--- src/hdl/afbp_pkg.sv ---
// constants and carrier types for the strobe-driven parallel port
// assumes one channel per instance and a 10 MHz core clock
package afbp_pkg;

  // data bus width
  localparam int DW = 8;

  // channel modes, as set by the configuration memory
  localparam logic [1:0] MODE_OFF = 2'h0;
  localparam logic [1:0] MODE_FIFO = 2'h1;
  localparam logic [1:0] MODE_BB_ASYNC = 2'h2;
  localparam logic [1:0] MODE_BB_SYNC = 2'h3;

  // reset and drive values
  localparam logic [7:0] DATA_RST = 8'h00;
  localparam logic [7:0] OE_NONE = 8'h00;
  localparam logic [7:0] OE_ALL = 8'hff;

  // clock rate
  localparam int CLK_HZ = 10000000;

  // read strobe handling
  typedef enum logic [1:0] {
    RD_IDLE = 2'b01,
    RD_HOLD = 2'b10
  } afbp_rd_state_t;

  // one byte with its valid flag
  typedef struct packed {
    logic valid;
    logic [7:0] data;
  } afbp_byte_t;

endpackage : afbp_pkg

--- src/hdl/afbp_port.sv ---
// one channel of the parallel port: strobe-driven FIFO mode and bit-bang mode
// assumes pins arrive asynchronously; the USB side shares clk_i;
// pull-ups on the flag pins are outside the design
`timescale 1ns/1ps

module afbp_port (
  // clock, reset, enable
  input wire logic clk_i,
  input wire logic srst_i,
  input wire logic ce_i,
  // configuration
  input wire logic [1:0] cfg_mode_i,
  input wire logic cfg_wake_en_i,
  // usb engine side
  input wire logic usb_suspend_i,
  input wire afbp_pkg::afbp_byte_t rx_i,
  output logic rx_ready_o,
  output afbp_pkg::afbp_byte_t tx_o,
  input wire logic tx_ready_i,
  output logic send_now_o,
  output logic resume_req_o,
  // bit-bang host side
  input wire logic [7:0] bb_dir_i,
  input wire afbp_pkg::afbp_byte_t bb_wr_i,
  input wire logic bb_rd_req_i,
  output afbp_pkg::afbp_byte_t bb_rd_o,
  // pins
  input wire logic rd_n_i,
  input wire logic wr_n_i,
  input wire logic send_now_wakeup_n_i,
  input wire logic [7:0] port_data_i,
  output logic [7:0] port_data_o,
  output logic [7:0] port_data_oe_o,
  output logic rx_avail_n_o,
  output logic rx_avail_n_oe_o,
  output logic tx_space_n_o,
  output logic tx_space_n_oe_o,
  output logic write_done_strobe_n_o,
  output logic read_done_strobe_n_o
);

  // pin synchronisers
  logic rd_m, rd_s, rd_d;
  logic wr_m, wr_s, wr_d;
  logic wake_m, wake_s, wake_d;
  logic [7:0] dat_m, dat_s;

  always_ff @(posedge clk_i) begin
    if (srst_i) begin
      rd_m <= 1'b1;
      rd_s <= 1'b1;
      rd_d <= 1'b1;
      wr_m <= 1'b1;
      wr_s <= 1'b1;
      wr_d <= 1'b1;
      wake_m <= 1'b1;
      wake_s <= 1'b1;
      wake_d <= 1'b1;
      dat_m <= afbp_pkg::DATA_RST;
      dat_s <= afbp_pkg::DATA_RST;
    end else if (ce_i) begin
      rd_m <= rd_n_i;
      rd_s <= rd_m;
      rd_d <= rd_s;
      wr_m <= wr_n_i;
      wr_s <= wr_m;
      wr_d <= wr_s;
      wake_m <= send_now_wakeup_n_i;
      wake_s <= wake_m;
      wake_d <= wake_s;
      dat_m <= port_data_i;
      dat_s <= dat_m;
    end
  end

  logic rd_fall;
  logic wr_fall;
  logic wake_fall;
  assign rd_fall = rd_d & ~rd_s;
  assign wr_fall = wr_d & ~wr_s;
  assign wake_fall = wake_d & ~wake_s;

  // port state
  logic [1:0] mode_reg;
  logic [1:0] mode_next;
  afbp_pkg::afbp_rd_state_t rd_st_reg;
  afbp_pkg::afbp_rd_state_t rd_st_next;
  afbp_pkg::afbp_byte_t rx_reg;
  afbp_pkg::afbp_byte_t rx_next;
  afbp_pkg::afbp_byte_t tx_reg;
  afbp_pkg::afbp_byte_t tx_next;
  afbp_pkg::afbp_byte_t bbrd_reg;
  afbp_pkg::afbp_byte_t bbrd_next;
  logic rx_ready_reg, rx_ready_next;
  logic [7:0] dout_reg, dout_next;
  logic [7:0] oe_reg, oe_next;
  logic avail_n_reg, avail_n_next;
  logic space_n_reg, space_n_next;
  logic flag_oe_reg, flag_oe_next;
  logic send_now_reg, send_now_next;
  logic resume_reg, resume_next;
  logic wstb_n_reg, wstb_n_next;
  logic rstb_n_reg, rstb_n_next;
  logic bb_pend_reg, bb_pend_next;

  logic fifo;
  logic bb;
  assign fifo = (mode_reg == afbp_pkg::MODE_FIFO);
  assign bb = mode_reg[1];

  always_comb begin
    mode_next = cfg_mode_i;
    rd_st_next = rd_st_reg;
    rx_next = rx_reg;
    tx_next = tx_reg;
    dout_next = dout_reg;
    oe_next = oe_reg;
    send_now_next = 1'b0;
    resume_next = 1'b0;
    wstb_n_next = 1'b1;
    rstb_n_next = 1'b1;
    bb_pend_next = bb_pend_reg;
    bbrd_next.data = bbrd_reg.data;
    bbrd_next.valid = ~rstb_n_reg;
    // receive byte from usb engine into the holding slot
    if (rx_i.valid && rx_ready_reg) begin
      rx_next = rx_i;
    end
    // read strobe sequence
    case (rd_st_reg)
      afbp_pkg::RD_IDLE: begin
        if (fifo && rd_fall && rx_reg.valid) begin
          dout_next = rx_reg.data;
          oe_next = afbp_pkg::OE_ALL;
          rd_st_next = afbp_pkg::RD_HOLD;
        end else if (!bb) begin
          oe_next = afbp_pkg::OE_NONE;
        end
      end
      afbp_pkg::RD_HOLD: begin
        if (rd_s || !fifo) begin
          oe_next = afbp_pkg::OE_NONE;
          rx_next.valid = 1'b0;
          rd_st_next = afbp_pkg::RD_IDLE;
        end
      end
      default: begin
        oe_next = afbp_pkg::OE_NONE;
        rd_st_next = afbp_pkg::RD_IDLE;
      end
    endcase
    // transmit slot drains to the usb engine, fills on write strobe
    if (tx_reg.valid && tx_ready_i) begin
      tx_next.valid = 1'b0;
    end else if (fifo && wr_fall && !tx_reg.valid) begin
      tx_next.valid = 1'b1;
      tx_next.data = dat_s;
    end
    rx_ready_next = ~rx_next.valid;
    // receive flag low only with a byte waiting and no read in progress
    avail_n_next = ~(fifo & rx_next.valid & rd_s &
                     (rd_st_next == afbp_pkg::RD_IDLE));
    // transmit flag low only with an empty slot, high during a write
    space_n_next = ~(fifo & ~tx_next.valid & wr_s);
    flag_oe_next = fifo;
    // send immediate / wakeup
    if (mode_reg != afbp_pkg::MODE_OFF && wake_fall) begin
      if (usb_suspend_i) begin
        resume_next = cfg_wake_en_i;
      end else begin
        send_now_next = 1'b1;
      end
    end
    // bit-bang mode
    if (bb) begin
      oe_next = bb_dir_i;
      if (bb_wr_i.valid) begin
        dout_next = bb_wr_i.data;
        wstb_n_next = 1'b0;
        if (mode_reg == afbp_pkg::MODE_BB_SYNC) begin
          bb_pend_next = 1'b1;
        end
      end
      if (bb_rd_req_i && mode_reg == afbp_pkg::MODE_BB_ASYNC) begin
        bb_pend_next = 1'b1;
      end
      if (bb_pend_reg) begin
        bbrd_next.data = dat_s;
        rstb_n_next = 1'b0;
        bb_pend_next = 1'b0;
      end
    end else begin
      bb_pend_next = 1'b0;
    end
  end

  always_ff @(posedge clk_i) begin
    if (srst_i) begin
      mode_reg <= afbp_pkg::MODE_OFF;
      rd_st_reg <= afbp_pkg::RD_IDLE;
      rx_reg <= '0;
      tx_reg <= '0;
      bbrd_reg <= '0;
      rx_ready_reg <= 1'b0;
      dout_reg <= afbp_pkg::DATA_RST;
      oe_reg <= afbp_pkg::OE_NONE;
      avail_n_reg <= 1'b1;
      space_n_reg <= 1'b1;
      flag_oe_reg <= 1'b0;
      send_now_reg <= 1'b0;
      resume_reg <= 1'b0;
      wstb_n_reg <= 1'b1;
      rstb_n_reg <= 1'b1;
      bb_pend_reg <= 1'b0;
    end else if (ce_i) begin
      mode_reg <= mode_next;
      rd_st_reg <= rd_st_next;
      rx_reg <= rx_next;
      tx_reg <= tx_next;
      bbrd_reg <= bbrd_next;
      rx_ready_reg <= rx_ready_next;
      dout_reg <= dout_next;
      oe_reg <= oe_next;
      avail_n_reg <= avail_n_next;
      space_n_reg <= space_n_next;
      flag_oe_reg <= flag_oe_next;
      send_now_reg <= send_now_next;
      resume_reg <= resume_next;
      wstb_n_reg <= wstb_n_next;
      rstb_n_reg <= rstb_n_next;
      bb_pend_reg <= bb_pend_next;
    end
  end

  assign rx_ready_o = rx_ready_reg;
  assign tx_o = tx_reg;
  assign send_now_o = send_now_reg;
  assign resume_req_o = resume_reg;
  assign bb_rd_o = bbrd_reg;
  assign port_data_o = dout_reg;
  assign port_data_oe_o = oe_reg;
  assign rx_avail_n_o = avail_n_reg;
  assign rx_avail_n_oe_o = flag_oe_reg;
  assign tx_space_n_o = space_n_reg;
  assign tx_space_n_oe_o = flag_oe_reg;
  assign write_done_strobe_n_o = wstb_n_reg;
  assign read_done_strobe_n_o = rstb_n_reg;
endmodule : afbp_port

--- config.mk ---
export PLATFORM = sky130hd
export DESIGN_NAME = afbp_port
export DESIGN_NICKNAME = d
export VERILOG_FILES = /design/src/hdl/afbp_pkg.sv /design/src/hdl/afbp_port.sv
export SDC_FILE = /design/constraint.sdc
export NUM_CORES = 1
export LEC_CHECK = 0
export BUFFER_PORTS_ARGS = -buffer_cell sky130_fd_sc_hd__buf_2
export CORE_ASPECT_RATIO = 1.1
export CORE_MARGIN = 3
export CORE_UTILIZATION = 43
export CTS_CLUSTER_SIZE = 40
export DETAILED_ROUTE_END_ITERATION = 16
export PLACE_DENSITY = 0.7
export REMOVE_ABC_BUFFERS = 1
export SYNTH_ARGS = -nofsm -noshare
export SYNTH_HDL_FRONTEND = slang
export SYNTH_SLANG_ARGS = --single-unit
--- constraint.sdc ---
create_clock -name clk_i -period 2 [get_ports clk_i]
set_clock_uncertainty 0.05 [all_clocks]
set_input_delay 0.4 -clock clk_i [delete_from_list [all_inputs] [get_ports clk_i]]
set_output_delay 0.4 -clock clk_i [all_outputs]
set_load 0.02 [all_outputs]
==> results of run 1 <==
worst register-to-register path, cell delays in order, from the launching register on:
cell     delay, ns
dfxtp_1       0.38
or3b_1        0.47
or3_1         0.54
o221a_1       0.30
power by group through the flow:
stage | registers, W | clock network (W) | logic, W
floorplan | 0.00176 | 0 | 0.000110
global placement | 0.00174 | 0 | 0.000283
detailed placement | 0.00174 | 0 | 0.000288
CTS | 0.00170 | 0.000965 | 0.000289
global route | 0.00171 | 0.00103 | 0.000321
finish | 0.00170 | 0.000929 | 0.000288
layer usage:
layer,vias to the layer above,GRT usage [%]
li1,1357,-
met1,1234,21.2
met2,70,28.4
met3,7,6.05
met4,0,5.12
met5,-,0
worst max path at each step:
stage	cells after the start	to	slack (ns)
finish	3	port_data_o[5]$_SDFFE_PP0P_	0.14
global route	3	port_data_o[2]$_SDFFE_PP0P_	0.05
CTS	3	port_data_o[5]$_SDFFE_PP0P_	0.13
detailed placement	7	port_data_o[1]$_SDFFE_PP0P_	0.06
global placement	5	tx_o[2]$_SDFFE_PP0P_	0.10
floorplan	4	tx_o[0]$_SDFFE_PP0P_	0.15
cell usage in the layout, fill, tap and decap left out, types with 2 or more instances in the layout:
master / n
buf_2: 88
dfxtp_1: 81
nor2_1: 58
nand2_1: 41
a21oi_1: 33
mux2i_1: 26
buf_4: 10
nor2b_1: 9
a211o_1: 9
nor3_1: 9
clkbuf_8: 9
o221a_1: 7
nand3_1: 5
inv_1: 3
and3_1: 3
a311oi_1: 3
o21ai_0: 3
nand2b_1: 3
o211ai_1: 2
o21bai_1: 2
ha_1: 2
clkinv_2: 2
buf_12: 2
layout make-up:
cell class              instances  area (um2)  area share, %
well taps                      82         103           2.68
repair buffers                100         556           14.5
flip-flops and latches         81        1620           42.4
clock buffers                  10         128           3.34
inverters                       4        15.0          0.393
clock inverters                 2        10.0          0.262
multi-input cells             235        1390           36.3
repair_timing:
action,CTS,global route
resized for setup,0,0
hold buffers,0,0
buffers inserted,0,1
hold endpoints to repair,0,0
setup endpoints to repair,0,2
kinds of logic (layout without fill, tap and decap cells):
group | after synthesis | count (layout) | share of synthesized area (%)
AO/OA/AOI/OAI | 67 | 67 | 14.9
adder cells (fa/ha/maj) | 2 | 2 | 0.800
buffers and inverters | 27 | 116 | 3.80
flip-flops | 81 | 81 | 51.8
multiplexers | 27 | 27 | 8.68
AND/OR/NAND/NOR | 139 | 139 | 20.0
stage by stage:
step / hold WS, ns / setup slack, ns
final: 0.221 / 0.145
after global routing: 0.207 / 0.0465
after CTS: 0.203 / 0.129
after detailed placement: 0.397 / 0.0621
after global placement: 0.389 / 0.103
after floorplan: 0.381 / 0.146
==> impl_metrics.tcl, run 1 <==
set metrics [dict create \
    status "finished, final reports clean" \
    viasPerCell 5.19 \
    ios 89 \
    clkPwrFrac_pct 31.8 \
    synthCells 343 \
    vias 2668 \
    wl_met3_um 535 \
    path_cells "or3b_1 > or3_1 > o221a_1" \
    pwr-share-comb_pct 9.9 \
    rrSetupSlack_ns 0.14 \
    crit_slowest_cell "or3_1" \
    rsz0062_at_grt "no" \
    drv_cap 0 \
    internal_power_w 0.00222 \
    wl_met1_mm 3.11 \
    final_design_area_no_fill_um2 3820 \
    rows 31 \
    power_w 0.00292 \
    period_share_pct 92.8 \
    synth_most_common_cell "dfxtp_1" \
    firstDrtPassIters 4 \
    p_switching_w 0.000702 \
    relSlewSlack_pct 75.9 \
    syn2layout_area_growth_pct 22.1 \
    grt_pass1_wl_mm 11.4 \
    cts_tree "done" \
    dr_wl_met2_mm 3.37 \
    hold_depth 2 \
    finalSetupTns_ns 0 \
    place_congestion 0.773 \
    slowest_delay_ns 0.54 \
    period_minus_slack_ns 1.86 \
    drtIter0Drc 124 \
    ys_top_cells_by_area "dfxtp_1 (52%), mux2i_1 (8.3%), nor2_1 (7.0%)" \
    clkSlewWorstSetupHoldPaths_ns 0.07 \
    cp-start-kind "flip-flop" \
    min_path_type "in2reg" \
    antenna_found_initial 0 \
    cpLargestDelayFamily "simple AND/OR/NAND/NOR gates" \
    setup.worst_path.end_class "flip-flop" \
    die_y_um 95.5 \
    leakagePower_nw 1.75 \
    ant_nets 0 \
    filler_cell_count 617 \
    h-tree-depth 3 \
    die-area_um2 8340 \
    ys_warn_count 0 \
    netSwitchingFraction_pct 24.0 \
    nets 479 \
    final_util_pct 56.0 \
    clock-root-buffer "clkbuf_8" \
    drcViolationCount 0 \
    worst_ep_arrival_time_ns 2.04 \
    crit_type "reg2reg" \
    gr-usage-all-layers_pct 17.3 \
    clock_latency_ns 0.34 \
    worst_pin_slew_ns 0.361 \
    hold_start "send_now_wakeup_n_i" \
    synth_edf_count 0 \
    cts_buffers 9 \
    maxSlewViolCount 0 \
    start_util_pct 45.8 \
    yosysTopAreaCell "dfxtp_1" \
    finalHoldViolCount 0 \
    reg2reg_to "port_data_o[5]$_SDFFE_PP0P_" \
    worstReg2RegStart "mode_reg[0]$_SDFFE_PP0P_" \
    synth_area_um2 3130 \
    grt_max_degree 48 \
    wl_mm 7.07 \
    async_flop_share_pct 0 \
    final_cell_count_no_fill 514 \
    setup.worst_path.start "mode_reg[0]$_SDFFE_PP0P_" \
    max_freq_mhz 539 \
    worstPathRequired_ns 2.18 \
    grt_pass1_vias 2498 \
    ys_seq_area_share_pct 51.8 \
    synthFlopType "dfxtp_1" \
    seqPwrFrac_pct 58.3 \
    routedWlPerCell_um 13.8 \
    crit_path_max_fanout 8 \
    io_buffers 88 \
    dp_cells 501 \
    clockBufferDepth 2 \
    synth-seq-cells 81 \
    avgSynthCellArea_um2 9.12 \
    vdd_drop_max_uv 600 \
    reg2regPathDepth 3 \
    gr-total-overflow 0 \
    p_per_area_nw_per_um2 764 \
    critPathBufInv 0 \
    hold_end "wake_m$_SDFFE_PP1P_" \
    clock-sinks 81 \
    synth_common_cells "dfxtp_1 (81), nor2_1 (58), nand2_1 (41)" \
    dp_hpwl_mm 5.12 \
    placed_cell_area_um2 3680 \
    synth_top_area_share_pct 51.8 \
    setup_viol 0 \
    drive_above_1_share_pct 26.6 \
    synthDistinctLibCells 44 \
    fp.coreArea_um2 6830 \
    top_layer "met4" \
    antennaDiodeCount 0 \
    fp.dieW_um 87.3 \
]
(Power assumes the default switching activity.)
==> run 2, diff against run 1 <==
- ABC_CLOCK_PERIOD_IN_PS: default -> 2000
- CORE_UTILIZATION: 43 -> 25
- PLACE_DENSITY: 0.7 -> 0.46
- SKIP_CTS_REPAIR_TIMING: default -> 1
==> run 2 against run 1 <==
Sequential share of layout area fell by 3.2 points; register-to-register slack got worse by 0.07 ns; critical path type unchanged; highest routed layer unchanged; largest power group is now the clock network; critical endpoint is now port_data_o[6]$_SDFFE_PP0P_; non-clock buffer count rose by 3.
==> impl_metrics.tcl, run 2 (synthesis gave the netlist of run 1 again) <==
set metrics [dict create \
    worstReg2RegStart "mode_reg[0]$_SDFFE_PP0P_" \
    finalSetupTns_ns 0 \
    clock_latency_ns 0.34 \
    filler_cell_count 1300 \
    routedWlPerCell_um 14.2 \
    reg2regPathDepth 3 \
    io_buffers 88 \
    period_share_pct 96.3 \
    antenna_found_initial 0 \
    die_y_um 123 \
    dp_hpwl_mm 5.94 \
    hold_depth 2 \
    place_congestion 0.777 \
    hold_start "rd_n_i" \
    drv_cap 0 \
    cp-start-kind "flip-flop" \
    internal_power_w 0.00306 \
    setup_viol 0 \
    netSwitchingFraction_pct 22.3 \
    leakagePower_nw 1.86 \
    seqPwrFrac_pct 43.2 \
    finalHoldViolCount 0 \
    reg2reg_to "port_data_o[6]$_SDFFE_PP0P_" \
    drtIter0Drc 108 \
    status "finished, final reports clean" \
    gr-usage-all-layers_pct 12.2 \
    relSlewSlack_pct 71.2 \
    rows 42 \
    crit_type "reg2reg" \
    drive_above_1_share_pct 28.0 \
    fp.dieW_um 113 \
    clockBufferDepth 2 \
    antennaDiodeCount 0 \
    viasPerCell 4.55 \
    start_util_pct 25.8 \
    p_switching_w 0.000877 \
    drcViolationCount 0 \
    period_minus_slack_ns 1.93 \
    ant_nets 0 \
    syn2layout_area_growth_pct 32.2 \
    final_common_cell "buf_2" \
    maxSlewViolCount 0 \
    die-area_um2 13900 \
    min_path_type "in2reg" \
    hold_end "rd_m$_SDFFE_PP1P_" \
    max_freq_mhz 519 \
    clock-root-buffer "clkbuf_16" \
    cts_buffers 9 \
    rsz0062_at_grt "no" \
    clkSlewWorstSetupHoldPaths_ns 0.06 \
    crit_path_max_fanout 8 \
    h-tree-depth 3 \
    worst_pin_slew_ns 0.432 \
    grt_pass1_vias 2627 \
    clock-sinks 81 \
    vdd_drop_max_uv 575 \
    nets 482 \
    vias 2697 \
    worst_ep_arrival_time_ns 2.10 \
    cts_tree "done" \
    setup.worst_path.end_class "flip-flop" \
    grt_max_degree 38 \
    fp.coreArea_um2 12100 \
    rrSetupSlack_ns 0.07 \
    firstDrtPassIters 4 \
    gr-total-overflow 0 \
    pwr-share-comb_pct 7.5 \
    clkPwrFrac_pct 49.2 \
    wl_mm 8.39 \
    final_util_pct 34.1 \
    ios 89 \
    p_per_area_nw_per_um2 952 \
    grt_pass1_wl_mm 13.2 \
    setup.worst_path.start "mode_reg[0]$_SDFFE_PP0P_" \
    worstPathRequired_ns 2.18 \
    most-common-layout-cells "buf_2 (88), dfxtp_1 (81), nor2_1 (58)" \
]
==> run 2: cell count changes in the layout (fill, tap and decap cells not counted) <==
cell        before  now
buf_12           2    1
buf_4           10   14
bufinv_16        0    3
clkbuf_1         1    0
clkbuf_16        0    9
clkbuf_8         9    1
clkinv_2         2    1
clkinvlp_4       0    1
inv_8            0    1
==> run 2: final cells by class <==
cell class,count,area [um2],area share [%]
clock buffers,10,239,5.78
clock inverters,6,114,2.75
inverters,4,15.0,0.363
multi-input cells,235,1390,33.6
flip-flops and latches,81,1620,39.2
well taps,154,193,4.66
repair buffers,103,566,13.7
==> run 2: routing by layer <==
metal | GRT usage, % | wire (um)
met5 | 0 | 0
met4 | 3.61 | 102
met2 | 20.1 | 3870
met1 | 14.1 | 3790
met3 | 6.12 | 626
==> run 2: power groups by stage <==
| stage | Clock (W) | Combinational (W) | Sequential (W) |
|---|---|---|---|
| 6_report | 0.00194 | 0.000297 | 0.00170 |
| 5_1_grt | 0.00207 | 0.000331 | 0.00171 |
| 4_1_cts | 0.00200 | 0.000301 | 0.00170 |
| 3_5_place_dp | 0 | 0.000300 | 0.00174 |
| 3_3_place_gp | 0 | 0.000296 | 0.00174 |
| 2_1_floorplan | 0 | 0.000110 | 0.00176 |
==> run 2: stage by stage <==
step           std cells  cell area [um2]  setup WS [ns]  hold WS, ns  total power (W)
2_1_floorplan        320             3030          0.146        0.381          0.00187
6_report             593             4140         0.0743        0.211          0.00394
4_1_cts              592             4130         0.0411        0.194          0.00401
5_1_grt              593             4140       0.000222        0.201          0.00411
3_5_place_dp         576             3780         0.0629        0.395          0.00204
3_3_place_gp         576             3780         0.0691        0.387          0.00203
==> run 2: critical path, cell delays in order, from the launching register on <==
cell,delay (ns)
dfxtp_1,0.41
or3b_1,0.49
or3_1,0.55
o221a_1,0.31
==> run 2: worst max-delay path by stage <==
stage                                       end  slack [ns]
CTS                 port_data_o[5]$_SDFFE_PP0P_        0.04
global placement    port_data_o[6]$_SDFFE_PP0P_        0.07
detailed placement  port_data_o[5]$_SDFFE_PP0P_        0.06
floorplan                  tx_o[0]$_SDFFE_PP0P_        0.15
global route        port_data_o[5]$_SDFFE_PP0P_      0.0002
finish              port_data_o[6]$_SDFFE_PP0P_        0.07
==> run 3, diff against run 2 <==
- RECOVER_POWER: default -> 50
==> run 3 against run 2 <==
Non-clock buffer count did not move; via count decreased by 0.30%; first-iteration DRC count down 7.4%; die area did not move; maximum frequency increased by 0.11%; sequential power hardly changed; combinational power shrank 1%; total power about the same; cell count is the same; critical endpoint unchanged; highest routed layer unchanged.
==> impl_metrics.tcl, run 3 (synthesis gave the netlist of run 1 again) <==
set metrics [dict create \
    status "finished, final reports clean" \
    drive_above_1_share_pct 22.8 \
    worst_slack_ns 0.0764 \
    grt_max_degree 38 \
    syn2layout_area_growth_pct 31.0 \
    gr-total-overflow 0 \
    firstDrtPassIters 4 \
    hold_depth 2 \
    drv_cap 0 \
    setup_viol 0 \
    p_per_area_nw_per_um2 960 \
    worstPathRequired_ns 2.18 \
    filler_cell_count 1307 \
    dp_hpwl_mm 5.94 \
    vdd_drop_max_uv 573 \
    gr-usage-all-layers_pct 12.2 \
    worst_pin_slew_ns 0.712 \
    drtIter0Drc 100 \
    worstReg2RegStart "mode_reg[0]$_SDFFE_PP0P_" \
    die-area_um2 13900 \
    max_freq_mhz 520 \
    maxSlewViolCount 0 \
    routedWlPerCell_um 14.2 \
    clock-sinks 81 \
    wl_mm 8.40 \
    hold_end "rd_m$_SDFFE_PP1P_" \
    finalSetupTns_ns 0 \
    place_congestion 0.777 \
    clockBufferDepth 2 \
    viasPerCell 4.53 \
    cts_tree "done" \
    dpl_worst_slack_ns 0.0629 \
    fin_hold_ws_ns 0.211 \
    setup.worst_path.end_class "flip-flop" \
    leakagePower_nw 1.76 \
    io_buffers 88 \
    relSlewSlack_pct 52.5 \
    h-tree-depth 3 \
    rrSetupSlack_ns 0.08 \
    min_path_type "in2reg" \
    worst_ep_arrival_time_ns 2.10 \
    fp.dieW_um 113 \
    period_share_pct 96.2 \
    vias 2689 \
    clock-root-buffer "clkbuf_16" \
    start_util_pct 25.8 \
    fp.coreArea_um2 12100 \
    crit_path_max_fanout 8 \
    antenna_found_initial 0 \
    clock_latency_ns 0.34 \
    reg2reg_to "port_data_o[6]$_SDFFE_PP0P_" \
    finalHoldViolCount 0 \
    rows 42 \
    grt_pass1_wl_mm 13.2 \
    reg2regPathDepth 3 \
    cp-start-kind "flip-flop" \
    ios 89 \
    die_y_um 123 \
    grt_pass1_vias 2627 \
    final_common_cell "dfxtp_1" \
    rsz0062_at_grt "no" \
    hold_start "rd_n_i" \
    drcViolationCount 0 \
    antennaDiodeCount 0 \
    clkSlewWorstSetupHoldPaths_ns 0.06 \
    nets 482 \
    ant_nets 0 \
    cts_buffers 9 \
    crit_type "reg2reg" \
    period_minus_slack_ns 1.92 \
    most-common-layout-cells "dfxtp_1 (81), buf_2 (67), nor2_1 (58)" \
]
## run 3: cell count changes in the layout (fill, tap and decap cells not counted)
cell / previous run / this run
clkbuf_1: 0 / 23
buf_2: 88 / 67
buf_4: 14 / 11
clkbuf_2: 0 / 1
## run 3: how the worst max path moves through the flow
| stage | from | end | depth (start not counted) |
|---|---|---|---|
| 2_1_floorplan | mode_reg[1]$_SDFFE_PP0P_ | tx_o[0]$_SDFFE_PP0P_ | 4 |
| 3_3_place_gp | mode_reg[0]$_SDFFE_PP0P_ | port_data_o[6]$_SDFFE_PP0P_ | 3 |
| 3_5_place_dp | mode_reg[0]$_SDFFE_PP0P_ | port_data_o[5]$_SDFFE_PP0P_ | 3 |
| 4_1_cts | mode_reg[0]$_SDFFE_PP0P_ | port_data_o[5]$_SDFFE_PP0P_ | 3 |
| 5_1_grt | mode_reg[0]$_SDFFE_PP0P_ | port_data_o[5]$_SDFFE_PP0P_ | 3 |
| 6_report | mode_reg[0]$_SDFFE_PP0P_ | port_data_o[6]$_SDFFE_PP0P_ | 3 |
## run 3: final cells by class
cell class	instances	area, um2	area share [%]
inverters	4	15.0	0.366
clock inverters	6	114	2.78
multi-input cells	235	1390	33.9
clock buffers	10	239	5.83
flip-flops and latches	81	1620	39.5
repair buffers	103	529	12.9
well taps	154	193	4.70
## run 3: where the power goes
part           internal (W)  switching [W]  leakage [nW]  total, W
clock network       0.00126       0.000682         0.171   0.00194
logic              0.000128       0.000165         0.931  0.000293
registers           0.00167      0.0000346         0.660   0.00170
total               0.00306       0.000881          1.76   0.00394
## run 3: through the flow
| stage | total power, W | utilization (%) | instances | instance area [um2] |
|---|---|---|---|---|
| 2_1_floorplan | 0.00187 | - | 320 | 3030 |
| 6_report | 0.00394 | 33.8 | 593 | 4100 |
| 5_1_grt | 0.00410 | 33.8 | 593 | 4100 |
| 3_5_place_dp | 0.00204 | 31.1 | 576 | 3780 |
| 3_3_place_gp | 0.00203 | 31.1 | 576 | 3780 |
| 4_1_cts | 0.00401 | 34.0 | 592 | 4130 |
## run 3: worst max-delay path, stage by stage, from the launching register on
cell     delay (ns)
dfxtp_1        0.41
or3b_1         0.49
or3_1          0.55
o221a_1        0.31
## run 3: metal layers
metal | up-vias | routed length, um | global-route usage, %
met5 | - | 0 | 0
met4 | 0 | 102 | 3.61
met3 | 9 | 643 | 6.12
met2 | 69 | 3840 | 20.1
met1 | 1243 | 3810 | 14.1
li1 | 1368 | - | -
